===== src/adcs_pkg.sv =====
package adcs_pkg;

  // -----------------------------------------------------------------
  // Register map
  // -----------------------------------------------------------------
  localparam logic [7:0] ADCS_OFF_SC1    = 8'h00;
  localparam logic [7:0] ADCS_OFF_SC2    = 8'h04;
  localparam logic [7:0] ADCS_OFF_RESULT = 8'h08;
  localparam logic [7:0] ADCS_OFF_CMPVAL = 8'h0c;
  localparam logic [7:0] ADCS_OFF_CFG    = 8'h10;
  localparam logic [7:0] ADCS_OFF_PINEN0 = 8'h14;
  localparam logic [7:0] ADCS_OFF_PINEN1 = 8'h18;
  localparam logic [7:0] ADCS_OFF_PINEN2 = 8'h1c;

  // -----------------------------------------------------------------
  // Field positions
  // -----------------------------------------------------------------
  localparam int SC1_FLAG_BIT  = 7;
  localparam int SC1_IRQEN_BIT = 6;
  localparam int SC1_CONT_BIT  = 5;
  localparam int SC2_BUSY_BIT  = 7;
  localparam int SC2_HWTRG_BIT = 6;
  localparam int SC2_CMPEN_BIT = 5;
  localparam int SC2_CMPGE_BIT = 4;
  localparam int CFG_LONG_BIT  = 3;
  localparam int CFG_MODE8_BIT = 2;

  // -----------------------------------------------------------------
  // Reset values and codes
  // -----------------------------------------------------------------
  localparam logic [4:0] CH_OFF        = 5'h1f;
  localparam logic [4:0] CH_PIN_LAST   = 5'h03;
  localparam logic [4:0] CH_GND_LAST   = 5'h15;
  localparam logic [4:0] CH_TEMP       = 5'h1a;
  localparam logic [4:0] CH_BANDGAP    = 5'h1b;
  localparam logic [4:0] CH_VREFL      = 5'h1e;
  localparam logic [4:0] CH_VREFH_LO   = 5'h1c;
  localparam logic [1:0] CLK_BUS       = 2'h0;
  localparam logic [1:0] CLK_BUS_DIV2  = 2'h1;
  localparam logic [1:0] CLK_ALT       = 2'h2;
  localparam logic [1:0] CLK_ASYNC     = 2'h3;
  localparam logic [1:0] MODE_RUN      = 2'h0;
  localparam logic [1:0] MODE_WAIT     = 2'h1;
  localparam logic [1:0] MODE_STOP3    = 2'h2;

  // -----------------------------------------------------------------
  // Timing counts, in conversion clock ticks
  // -----------------------------------------------------------------
  localparam int SAMPLE_SHORT_TICKS = 4;
  localparam int SAMPLE_LONG_TICKS  = 20;

  typedef enum logic [2:0] {
    ADCS_IDLE    = 3'b001,
    ADCS_SAMPLE  = 3'b010,
    ADCS_CONVERT = 3'b100
  } adcs_state_t;

endpackage : adcs_pkg


===== src/adcs_sar.sv =====
`timescale 1ns/1ps
`default_nettype none
module adcs_sar
  import adcs_pkg::*;
#(
  parameter int BITS = 10
) (
  input  wire logic            pclk,
  input  wire logic            presetn,
  input  wire logic            start,
  input  wire logic            abort,
  input  wire logic            tick,
  input  wire logic            long_sample,
  input  wire logic            comp_in,
  output logic                 busy,
  output logic                 sampling,
  output logic                 done,
  output logic [BITS-1:0]      dac_code,
  output logic [BITS-1:0]      result
);

  initial begin
    if (BITS < 2 || BITS > 16) $error("adcs_sar: BITS out of range");
  end

  adcs_state_t     state_reg, state_next;
  logic [BITS-1:0] code_reg, code_next;
  logic [BITS-1:0] mask_reg, mask_next;
  logic [BITS-1:0] res_reg, res_next;
  logic [4:0]      cnt_reg, cnt_next;
  logic            done_reg, done_next;

  // -----------------------------------------------------------------
  // Sample then resolve one bit per tick, MSB first.
  // -----------------------------------------------------------------
  always_comb begin
    state_next = state_reg;
    code_next  = code_reg;
    mask_next  = mask_reg;
    res_next   = res_reg;
    cnt_next   = cnt_reg;
    done_next  = 1'b0;
    if (start) begin
      state_next = ADCS_SAMPLE;
      cnt_next   = long_sample ? 5'(SAMPLE_LONG_TICKS - 1) : 5'(SAMPLE_SHORT_TICKS - 1);
      code_next  = '0;
      mask_next  = '0;
    end else if (abort) begin
      state_next = ADCS_IDLE;
      code_next  = '0;
      mask_next  = '0;
    end else begin
      case (state_reg)
        ADCS_IDLE: begin
        end
        ADCS_SAMPLE: begin
          if (tick) begin
            if (cnt_reg == 5'h00) begin
              state_next = ADCS_CONVERT;
              mask_next  = {1'b1, {(BITS-1){1'b0}}};
              code_next  = {1'b1, {(BITS-1){1'b0}}};
            end else begin
              cnt_next = cnt_reg - 5'h01;
            end
          end
        end
        ADCS_CONVERT: begin
          if (tick) begin
            code_next = (comp_in ? code_reg : (code_reg & ~mask_reg)) | (mask_reg >> 1);
            mask_next = mask_reg >> 1;
            if (mask_reg[0]) begin
              res_next   = comp_in ? code_reg : (code_reg & ~mask_reg);
              done_next  = 1'b1;
              state_next = ADCS_IDLE;
              code_next  = '0;
            end
          end
        end
        default: state_next = ADCS_IDLE;
      endcase
    end
  end

  always_ff @(posedge pclk or negedge presetn) begin
    if (!presetn) begin
      state_reg <= ADCS_IDLE;
      code_reg  <= '0;
      mask_reg  <= '0;
      res_reg   <= '0;
      cnt_reg   <= 5'h00;
      done_reg  <= 1'b0;
    end else begin
      state_reg <= state_next;
      code_reg  <= code_next;
      mask_reg  <= mask_next;
      res_reg   <= res_next;
      cnt_reg   <= cnt_next;
      done_reg  <= done_next;
    end
  end

  assign busy     = (state_reg != ADCS_IDLE);
  assign sampling = (state_reg == ADCS_SAMPLE);
  assign done     = done_reg;
  assign dac_code = code_reg;
  assign result   = res_reg;

endmodule : adcs_sar
`default_nettype wire


===== src/adcs_top.sv =====
`timescale 1ns/1ps
`default_nettype none
module adcs_top
  import adcs_pkg::*;
#(
  parameter int BITS = 10
) (
  input  wire logic            pclk,
  input  wire logic            presetn,
  input  wire logic            psel,
  input  wire logic            penable,
  input  wire logic            pwrite,
  input  wire logic [7:0]      paddr,
  input  wire logic [31:0]     pwdata,
  output logic [31:0]          prdata,
  output logic                 pready,
  output logic                 pslverr,
  input  wire logic            hw_conv_trigger,
  input  wire logic            async_conv_clock,
  input  wire logic [1:0]      sys_mode,
  input  wire logic            comp_in,
  output logic [BITS-1:0]      dac_code,
  output logic                 sample_hold,
  output logic [3:0]           mux_pin_sel,
  output logic                 mux_ground,
  output logic                 mux_temp,
  output logic                 mux_bandgap,
  output logic                 mux_vref_hi,
  output logic                 mux_vref_lo,
  output logic                 conv_irq
);

  initial begin
    if (BITS != 10) $error("adcs_top: result fields are laid out for 10 bits");
  end

  // -----------------------------------------------------------------
  // Register state
  // -----------------------------------------------------------------
  logic [4:0]      channel_select_reg, channel_select_next;
  logic            conv_irq_enable_reg, conv_irq_enable_next;
  logic            continuous_conv_enable_reg, continuous_conv_enable_next;
  logic            conv_complete_flag_reg, conv_complete_flag_next;
  logic            hwtrg_sel_reg, hwtrg_sel_next;
  logic            compare_function_enable_reg, compare_function_enable_next;
  logic            cmp_ge_reg, cmp_ge_next;
  logic [BITS-1:0] cmp_val_reg, cmp_val_next;
  logic [1:0]      clk_sel_reg, clk_sel_next;
  logic            mode8_reg, mode8_next;
  logic            long_reg, long_next;
  logic [7:0]      analog_pin_enable_0_reg, analog_pin_enable_0_next;
  logic [BITS-1:0] result_reg, result_next;
  logic [31:0]     prdata_reg, prdata_next;
  logic            pready_reg, pready_next;
  logic            pslverr_reg, pslverr_next;
  logic            div2_reg, div2_next;
  logic            irq_reg, irq_next;
  logic [3:0]      pin_sel_reg, pin_sel_next;
  logic [4:0]      mux_reg, mux_next;

  logic            acc, wr, rd, sc1_wr, res_rd, mapped;
  logic            tick, start, abort, busy, sampling, done, trig_ok, cmp_true;
  logic [BITS-1:0] sar_result, sar_dac;
  logic [31:0]     rdata;

  // -----------------------------------------------------------------
  // Helpers
  // -----------------------------------------------------------------
  function automatic logic [BITS-1:0] adcs_fmt(input logic [BITS-1:0] v, input logic m8);
    adcs_fmt = m8 ? {2'b00, v[BITS-1:2]} : v;
  endfunction : adcs_fmt

  // Returns {ground, temp, bandgap, vref_hi, vref_lo}.
  function automatic logic [4:0] adcs_route(input logic [4:0] ch);
    adcs_route = 5'h00;
    if (ch > CH_PIN_LAST && ch <= CH_GND_LAST) adcs_route = 5'h10;
    else if (ch == CH_TEMP)                     adcs_route = 5'h08;
    else if (ch == CH_BANDGAP)                  adcs_route = 5'h04;
    else if (ch == CH_VREFL)                    adcs_route = 5'h01;
    else if (ch >= CH_VREFH_LO && ch < CH_VREFL) adcs_route = 5'h02;
  endfunction : adcs_route

  // -----------------------------------------------------------------
  // APB decode; the access phase always takes two cycles.
  // -----------------------------------------------------------------
  assign acc    = psel && penable && pready_reg;
  assign wr     = acc && pwrite;
  assign rd     = acc && !pwrite;
  assign sc1_wr = wr && (paddr == ADCS_OFF_SC1);
  assign res_rd = rd && (paddr == ADCS_OFF_RESULT);
  assign mapped = (paddr[1:0] == 2'b00) && (paddr <= ADCS_OFF_PINEN2);

  always_comb begin
    rdata = 32'h0000_0000;
    case (paddr)
      ADCS_OFF_SC1:    rdata[7:0] = {conv_complete_flag_reg, conv_irq_enable_reg,
                                     continuous_conv_enable_reg, channel_select_reg};
      ADCS_OFF_SC2:    rdata[7:4] = {busy, hwtrg_sel_reg, compare_function_enable_reg,
                                     cmp_ge_reg};
      ADCS_OFF_RESULT: rdata[BITS-1:0] = result_reg;
      ADCS_OFF_CMPVAL: rdata[BITS-1:0] = cmp_val_reg;
      ADCS_OFF_CFG:    rdata[3:0] = {long_reg, mode8_reg, clk_sel_reg};
      ADCS_OFF_PINEN0: rdata[7:0] = analog_pin_enable_0_reg;
      default:         rdata = 32'h0000_0000;
    endcase
  end

  // -----------------------------------------------------------------
  // Conversion clock select
  // -----------------------------------------------------------------
  always_comb begin
    div2_next = ~div2_reg;
    case (clk_sel_reg)
      CLK_BUS:      tick = 1'b1;
      CLK_BUS_DIV2: tick = div2_reg;
      CLK_ALT:      tick = 1'b0;
      CLK_ASYNC:    tick = async_conv_clock;
      default:      tick = 1'b0;
    endcase
  end

  // -----------------------------------------------------------------
  // Start, abort and compare
  // -----------------------------------------------------------------
  // A control write in the same cycle wins over a trigger or a continuous restart.
  assign trig_ok = hw_conv_trigger && hwtrg_sel_reg && !busy && !sc1_wr &&
                   (channel_select_reg != CH_OFF) &&
                   (sys_mode == MODE_RUN || sys_mode == MODE_WAIT ||
                    sys_mode == MODE_STOP3);
  assign start = (sc1_wr && !hwtrg_sel_reg && pwdata[4:0] != CH_OFF) ||
                 trig_ok ||
                 (done && continuous_conv_enable_reg && !hwtrg_sel_reg && !sc1_wr &&
                  channel_select_reg != CH_OFF);
  // A write that selects the off code stops everything, including continuous mode.
  assign abort = sc1_wr;

  always_comb begin
    if (cmp_ge_reg) cmp_true = adcs_fmt(sar_result, mode8_reg) >= cmp_val_reg;
    else            cmp_true = adcs_fmt(sar_result, mode8_reg) < cmp_val_reg;
  end

  // -----------------------------------------------------------------
  // Register next state
  // -----------------------------------------------------------------
  always_comb begin
    channel_select_next          = channel_select_reg;
    conv_irq_enable_next         = conv_irq_enable_reg;
    continuous_conv_enable_next  = continuous_conv_enable_reg;
    hwtrg_sel_next               = hwtrg_sel_reg;
    compare_function_enable_next = compare_function_enable_reg;
    cmp_ge_next                  = cmp_ge_reg;
    cmp_val_next                 = cmp_val_reg;
    clk_sel_next                 = clk_sel_reg;
    mode8_next                   = mode8_reg;
    long_next                    = long_reg;
    analog_pin_enable_0_next     = analog_pin_enable_0_reg;
    result_next                  = result_reg;
    conv_complete_flag_next      = conv_complete_flag_reg;
    if (wr) begin
      case (paddr)
        ADCS_OFF_SC1: begin
          conv_irq_enable_next        = pwdata[SC1_IRQEN_BIT];
          continuous_conv_enable_next = pwdata[SC1_CONT_BIT];
          channel_select_next         = pwdata[4:0];
        end
        ADCS_OFF_SC2: begin
          hwtrg_sel_next               = pwdata[SC2_HWTRG_BIT];
          compare_function_enable_next = pwdata[SC2_CMPEN_BIT];
          cmp_ge_next                  = pwdata[SC2_CMPGE_BIT];
        end
        ADCS_OFF_CMPVAL: cmp_val_next = pwdata[BITS-1:0];
        ADCS_OFF_CFG: begin
          long_next    = pwdata[CFG_LONG_BIT];
          mode8_next   = pwdata[CFG_MODE8_BIT];
          clk_sel_next = pwdata[1:0];
        end
        ADCS_OFF_PINEN0: analog_pin_enable_0_next = pwdata[7:0];
        default: begin
        end
      endcase
    end
    if (sc1_wr || res_rd) conv_complete_flag_next = 1'b0;
    if (done) begin
      result_next = adcs_fmt(sar_result, mode8_reg);
      if (!compare_function_enable_reg || cmp_true) conv_complete_flag_next = 1'b1;
    end
  end

  // -----------------------------------------------------------------
  // Bus answer, interrupt and input routing
  // -----------------------------------------------------------------
  always_comb begin
    pready_next  = psel && penable && !pready_reg;
    pslverr_next = psel && penable && !pready_reg && !mapped;
    prdata_next  = (psel && penable && !pready_reg && !pwrite) ? rdata : 32'h0000_0000;
    irq_next     = conv_complete_flag_next && conv_irq_enable_next;
    pin_sel_next = 4'h0;
    if (channel_select_next <= CH_PIN_LAST)
      pin_sel_next = (4'h1 << channel_select_next[1:0]) & analog_pin_enable_0_next[3:0];
    mux_next = adcs_route(channel_select_next);
  end

  always_ff @(posedge pclk or negedge presetn) begin
    if (!presetn) begin
      channel_select_reg          <= CH_OFF;
      conv_irq_enable_reg         <= 1'b0;
      continuous_conv_enable_reg  <= 1'b0;
      conv_complete_flag_reg      <= 1'b0;
      hwtrg_sel_reg               <= 1'b0;
      compare_function_enable_reg <= 1'b0;
      cmp_ge_reg                  <= 1'b0;
      cmp_val_reg                 <= '0;
      clk_sel_reg                 <= CLK_BUS;
      mode8_reg                   <= 1'b0;
      long_reg                    <= 1'b0;
      analog_pin_enable_0_reg     <= 8'h00;
      result_reg                  <= '0;
      prdata_reg                  <= 32'h0000_0000;
      pready_reg                  <= 1'b0;
      pslverr_reg                 <= 1'b0;
      div2_reg                    <= 1'b0;
      irq_reg                     <= 1'b0;
      pin_sel_reg                 <= 4'h0;
      mux_reg                     <= 5'h00;
    end else begin
      channel_select_reg          <= channel_select_next;
      conv_irq_enable_reg         <= conv_irq_enable_next;
      continuous_conv_enable_reg  <= continuous_conv_enable_next;
      conv_complete_flag_reg      <= conv_complete_flag_next;
      hwtrg_sel_reg               <= hwtrg_sel_next;
      compare_function_enable_reg <= compare_function_enable_next;
      cmp_ge_reg                  <= cmp_ge_next;
      cmp_val_reg                 <= cmp_val_next;
      clk_sel_reg                 <= clk_sel_next;
      mode8_reg                   <= mode8_next;
      long_reg                    <= long_next;
      analog_pin_enable_0_reg     <= analog_pin_enable_0_next;
      result_reg                  <= result_next;
      prdata_reg                  <= prdata_next;
      pready_reg                  <= pready_next;
      pslverr_reg                 <= pslverr_next;
      div2_reg                    <= div2_next;
      irq_reg                     <= irq_next;
      pin_sel_reg                 <= pin_sel_next;
      mux_reg                     <= mux_next;
    end
  end

  adcs_sar #(
    .BITS (BITS)
  ) u_sar (
    .pclk        (pclk),
    .presetn     (presetn),
    .start       (start),
    .abort       (abort),
    .tick        (tick),
    .long_sample (long_reg),
    .comp_in     (comp_in),
    .busy        (busy),
    .sampling    (sampling),
    .done        (done),
    .dac_code    (sar_dac),
    .result      (sar_result)
  );

  assign prdata      = prdata_reg;
  assign pready      = pready_reg;
  assign pslverr     = pslverr_reg;
  assign conv_irq    = irq_reg;
  assign dac_code    = sar_dac;
  assign sample_hold = sampling;
  assign mux_pin_sel = pin_sel_reg;
  assign {mux_ground, mux_temp, mux_bandgap, mux_vref_hi, mux_vref_lo} = mux_reg;
endmodule : adcs_top
`default_nettype wire


===== config.mk =====
export PLATFORM = sky130hd
export DESIGN_NAME = adcs_top
export DESIGN_NICKNAME = d
export VERILOG_FILES = /design/src/adcs_pkg.sv /design/src/adcs_sar.sv /design/src/adcs_top.sv
export SDC_FILE = /design/constraint.sdc
export NUM_CORES = 1
export LEC_CHECK = 0
export BUFFER_PORTS_ARGS = -buffer_cell sky130_fd_sc_hd__buf_4
export CORE_ASPECT_RATIO = 1.1
export CORE_MARGIN = 1.5
export CORE_UTILIZATION = 60
export CTS_CLUSTER_DIAMETER = 150
export CTS_CLUSTER_SIZE = 8
export DETAILED_ROUTE_END_ITERATION = 10
export PLACE_DENSITY_LB_ADDON = 0.1
export SYNTH_ARGS = -nofsm -noshare
export SYNTH_HDL_FRONTEND = slang
export SYNTH_SLANG_ARGS = --single-unit

===== constraint.sdc =====
create_clock -name pclk -period 8.9 [get_ports pclk]
set_clock_uncertainty 0.15 [all_clocks]
set_input_delay 1.335 -clock pclk [delete_from_list [all_inputs] [get_ports pclk]]
set_output_delay 1.335 -clock pclk [all_outputs]
set_load 0.02 [all_outputs]

==> impl_metrics.csv, run 1 <==
group,metric,value,unit
critical_path,worstPathArrival,4220,ps
power_and_ir_drop,cellLeakagePower,0.00287,uW
route,firstDrtPassIters,7,
sta,setup_slack,4810,ps
hold_path,worstHoldStart,"div2_reg",
critical_path,cpPeakStageDelay,990,ps
logic_synthesis,yosysTopAreaCell,"dfrtp_1",
logic_synthesis,async_reset_ff_share,100,%
placed_design,placed_cell_area,5920,um2
cts,cts.sinks,105,
critical_path,r2r_slack,5390,ps
logic_synthesis,synth_top_area_share,45.3,%
logic_synthesis,seq_area_frac_synth,48.2,%
placed_design,dp.cells,672,
hold_path,whs_endpoint,"div2_reg",
sta,drv_slew,0,
route,num_vias,4084,
critical_path,worstPathMaxFanout,17,
logic_synthesis,synth_xor_area_share,0.480,%
placed_design,dpl.hpwl,8800,um
route,via_per_inst,5.94,
sta,finalSetupViolCount,0,
sta,layout_min_cycle_time,4090,ps
cts,numCtsBuffers,9,
logic_synthesis,synth_adder_area_share,2.74,%
logic_synthesis,synth_seq_cells,105,
final_layout,antenna_cells,0,
die,core,8870,um2
final_layout,drive_gt1_share,23.7,%
grt,antenna_found_initial,0,
power_and_ir_drop,powerDensity,134,nW/um2
cts,cts_resized,0,
final_layout,final_nets,631,
critical_path,timing.rr.start,"u_sar.done",
critical_path,reg2regPathDepth,6,
logic_synthesis,synth_common_cells,"dfrtp_1 (99), inv_1 (50), nand2_1 (35), mux2_2 (32), o21ai_0 (27)",
critical_path,cp_slowest_cell,"a21oi_1",
critical_path,endpoint_kind,"register",
sta,rsz0062_at_grt,"no",
logic_synthesis,synthCells,514,
die,die-area,9700,um2
logic_synthesis,synth_compound_area_share,14.0,%
cts,htree_num_levels,3,
grt,grt_pass1_vias,3966,
logic_synthesis,ys_types,72,
die,num_rows,36,
route,drt_iter0_drc,243,
cts,post-cts-setup-buffers,0,
critical_path,cp_common_cell,"buf_4",
critical_path,worst_setup_path_start_kind,"primary input",
logic_synthesis,ys_warn_count,0,
final_layout,area_delta_synth_final,11.6,%
critical_path,crit_family,"simple AND/OR/NAND/NOR gates",
die,io_pins,105,
hold_path,hold_path.class,"reg -> reg",
cts,hold_buffers,0,
sta,finalHoldViolCount,0,
critical_path,crit_required,9030,ps
final_layout,stdcell_count,688,
logic_synthesis,synth-simple-area-share,14.0,%
sta,max_slew_margin,14.3,%
grt,grt_max_degree,68,
cts,clk_latency,370,ps
placed_design,gp_congestion,0.854,
logic_synthesis,syn_area,5470,um2
placed_design,io_buffers,60,
power_and_ir_drop,ir_drop,0.0662,mV
route,final_antenna_net_count,0,
die,start_util,61.6,%
logic_synthesis,synth_edf_count,0,
job,drv_cap,0,
route,wl,12100,um
die,fp.dieH,103,um
grt,grt_pass1_wl,19600,um
critical_path,worstReg2RegEnd,"u_sar.mask_reg[4]",
die,die_x,94.0,um
route,wire_per_inst,17.5,um
critical_path,critPathBufInv,2,
cts,cts_tree,"yes",
hold_path,whs_path_depth,1,
logic_synthesis,synth_most_common_cell,"dfrtp_1",
sta,period_share,45.9,%
sta,fin_setup_tns,0,ps
run_status,status,"finished clean",
logic_synthesis,synth.avg_cell_area,10.6,um2
sta,worstMarginPinSlew,1290,ps
logic_synthesis,synth_top_family_by_area,"simple AND/OR/NAND/NOR gates",
grt,grt.total_usage,26.7,%
critical_path,criticalPathCategory,"in -> reg",
cts,path_clk_slew,100,ps
route,drc,0,
logic_synthesis,synth_mux_area_share,12.4,%
placed_design,pre_cts_ws,4470,ps
grt,grt_remaining_overflow,0,
cts,clockRootBuffer,"clkbuf_8",
logic_synthesis,synth_ff_type,"dfrtp_1",
final_layout,final_cell_area,6100,um2
critical_path,cp_cell_sequence,"buf_4 -> nor4_1 -> and3_1 -> nor2_1 -> buf_4 -> a21oi_1 -> mux2i_1",
logic_synthesis,ys_top_cells_by_area,"dfrtp_1 (45%), mux2_2 (6.6%), mux2i_1 (4.4%), inv_1 (3.4%), buf_4 (3.2%)",
sta,max_freq,245,MHz
cts,ctsLongestPathBuffers,2,
-- layout by cell type, fill, tap and decap left out, types with 10 or more instances in the layout --
cell and n:
nor4_1 12, conb_1 22, ha_1 12, nand2_1 35, nand3_1 10, dfrtp_1 99
mux2i_1 24, mux2_2 32, nor2_1 16, nor3_1 10, a211oi_1 12, a22oi_1 10
inv_1 50, o21ai_0 27, buf_4 65, a21oi_1 16
-- worst max path at each step --
stage	start	end	slack, ps	depth (start not counted)
2_1_floorplan	paddr[0]	mux_pin_sel[1]	5470	7
3_3_place_gp	paddr[4]	u_sar.mask_reg[4]	4520	7
3_5_place_dp	paddr[4]	u_sar.mask_reg[5]	4470	7
4_1_cts	paddr[4]	u_sar.mask_reg[4]	4850	7
5_1_grt	paddr[4]	u_sar.mask_reg[4]	4670	7
6_report	paddr[4]	u_sar.mask_reg[4]	4810	7
-- power breakdown --
group	internal, uW	leakage, uW	switching [uW]
clock network	104	0.0000858	170
registers	483	0.00136	4.25
logic	17.7	0.00143	37.5
-- worst register-to-register path, stage by stage, from the launching register on --
cell	delay (ps)
dfrtp_1	750
nand2_1	150
a311oi_2	750
nor2_1	80
buf_4	230
a21oi_1	990
mux2i_1	320
-- through the flow --
step           total power, uW  hold WS (ps)  util [%]
3_5_place_dp               552           270      66.8
5_1_grt                    851           307      68.8
6_report                   816           281      68.8
2_1_floorplan              529           245         -
3_3_place_gp               550           259      66.8
4_1_cts                    823           285      68.8
-- routing by layer --
metal,share of wire (%),global-route usage (%)
met4,1.4,8.96
met5,0,0
met2,50,45.4
met3,5.4,4.87
met1,43,34.7
-- final cells by class --
type	instances	area, um2
fill	713	2770
clock inverter	7	55.1
sequential	105	2640
clock buffer	9	124
multi-input combinational	338	2470
tap	114	143
timing repair buffer	65	488
inverter	50	188
-- kinds of logic (layout without fill, tap and decap cells) --
group / count (synthesis) / in the layout
adder cells (fa/ha/maj): 12 / 12
AO/OA/AOI/OAI: 108 / 108
AND/OR/NAND/NOR: 131 / 131
multiplexers: 62 / 62
flip-flops: 105 / 105
XOR/XNOR: 3 / 3
other: 1 / 22
buffers and inverters: 92 / 131
(Power assumes the default switching activity.)
==> run 2, diff against run 1 <==
- CORE_UTILIZATION: 60 -> 56
- clock period: 8.9 -> 4.01 ns (I/O delays scaled with it)
==> run 2 against run 1 <==
Non-clock buffer count increased by 3; flip-flop and latch count unchanged; via count increased by 0.95%; clock-buffer cell count increased by 3; register-to-register slack got worse by 4500 ps; die area increased by 6.9%; total power increased by 130%; combinational power increased by 120%; routed wire length increased by 1.4%; sequential share of layout area decreased by 0.41 points; largest power group unchanged.
==> impl_metrics.csv, run 2 (same netlist as run 1, synthesis figures left out) <==
group,metric,value,unit
run_status,status,"finished clean",
grt,grt_pass1_wl,20000,um
route,wire_per_inst,17.6,um
sta,layout_min_cycle_time,3110,ps
cts,cts_tree,"yes",
grt,antenna_found_initial,0,
die,core,9440,um2
hold_path,hold_path.class,"in -> async",
power_and_ir_drop,ir_drop,0.166,mV
cts,numCtsBuffers,9,
critical_path,worstPathArrival,3230,ps
die,io_pins,105,
final_layout,drive_gt1_share,23.7,%
die,fp.dieH,107,um
critical_path,timing.rr.start,"mode8_reg",
final_layout,area_delta_synth_final,12.6,%
die,die-area,10400,um2
final_layout,final_nets,634,
die,start_util,57.9,%
final_layout,antenna_cells,0,
critical_path,endpoint_kind,"register",
cts,hold_buffers,0,
placed_design,io_buffers,60,
job,drv_cap,0,
route,drc,0,
sta,drv_slew,0,
sta,finalSetupViolCount,0,
sta,rsz0062_at_grt,"no",
sta,worstMarginPinSlew,1190,ps
sta,max_slew_margin,20.2,%
critical_path,worstPathMaxFanout,19,
route,wl,12200,um
placed_design,placed_cell_area,5960,um2
cts,clockRootBuffer,"clkbuf_8",
critical_path,crit_required,4140,ps
critical_path,worst_setup_path_start_kind,"register",
placed_design,dpl.hpwl,8680,um
final_layout,fin_util,65.2,%
die,die_x,97.2,um
final_layout,final_cell_area,6160,um2
power_and_ir_drop,cellLeakagePower,0.00290,uW
placed_design,gp_congestion,0.843,
cts,cts.sinks,105,
die,num_rows,37,
cts,path_clk_slew,100,ps
critical_path,reg2regPathDepth,7,
final_layout,final_cell_mix,"dfrtp_1 (99), buf_4 (67), inv_1 (50), nand2_1 (35), mux2_2 (32)",
sta,period_share,77.5,%
power_and_ir_drop,powerDensity,304,nW/um2
grt,grt.total_usage,24.2,%
power_and_ir_drop,power,1870,uW
grt,grt_remaining_overflow,0,
route,final_antenna_net_count,0,
critical_path,worstReg2RegEnd,"conv_irq",
grt,grt_max_degree,106,
cts,ctsLongestPathBuffers,2,
sta,max_freq,322,MHz
cts,cts_resized,0,
route,drt_iter0_drc,245,
cts,clk_latency,380,ps
cts,htree_num_levels,3,
sta,fin_setup_tns,0,ps
route,num_vias,4123,
grt,grt_pass1_vias,4001,
final_layout,layout_commonest_cell,"dfrtp_1",
sta,finalHoldViolCount,0,
sta,whs,139,ps
route,firstDrtPassIters,5,
route,via_per_inst,5.94,
cts,post-cts-setup-buffers,0,
critical_path,criticalPathCategory,"reg -> reg",
critical_path,r2r_slack,900,ps
## run 2: cell count changes in the layout (fill, tap and decap cells not counted), sizes merged
cell	before	now
buf	65	68
inv	51	50
clkbuf	9	12
clkinv	4	1
bufinv	0	1
## run 2: power by group
part / internal (uW) / leakage, uW / switching, uW
logic: 40.7 / 0.00145 / 82.4
clock network: 308 / 0.0000928 / 361
registers: 1070 / 0.00136 / 9.52
total: 1420 / 0.00290 / 452
## run 2: metrics by stage
step                      setup WS (ps)  instances
after floorplan                    1230        535
after global placement              766        678
after detailed placement            724        678
after CTS                           910        694
after global routing                673        694
final                               904        694
## run 2: per-layer routing
| metal | part of all wire, % | track usage [%] | wire length (um) | up-vias |
|---|---|---|---|---|
| met3 | 5.4 | 4.43 | 659 | 12 |
| met4 | 1.1 | 7.76 | 138 | 0 |
| met5 | 0 | 0 | 0 | - |
| li1 | - | - | - | 1920 |
| met2 | 49 | 39.8 | 5970 | 145 |
| met1 | 45 | 32.9 | 5470 | 2046 |
## run 2: layout make-up
cell class | instances | area [um2]
Sequential cell | 105 | 2640
Timing Repair Buffer | 68 | 523
Fill cell | 783 | 3280
Clock buffer | 12 | 145
Tap cell | 117 | 146
Multi-Input combinational cell | 338 | 2470
Inverter | 50 | 188
Clock inverter | 4 | 53.8
## run 2: critical path, cell delays in order (launching register included)
cell and delay, ps:
dfrtp_1 690, o21ai_0 290, ha_1 360, a211oi_1 260, nor2_1 90, a2111oi_0 690
mux2i_1 180, a311oi_1 300
## run 2: worst max-delay path by stage
stage	from	endpoint	slack (ps)
after floorplan	mode8_reg	conv_irq	1230
after CTS	mode8_reg	conv_irq	910
after global placement	paddr[4]	u_sar.mask_reg[4]	770
after detailed placement	pwrite	u_sar.result[2]	720
final	mode8_reg	conv_irq	900
after global routing	mode8_reg	conv_irq	670
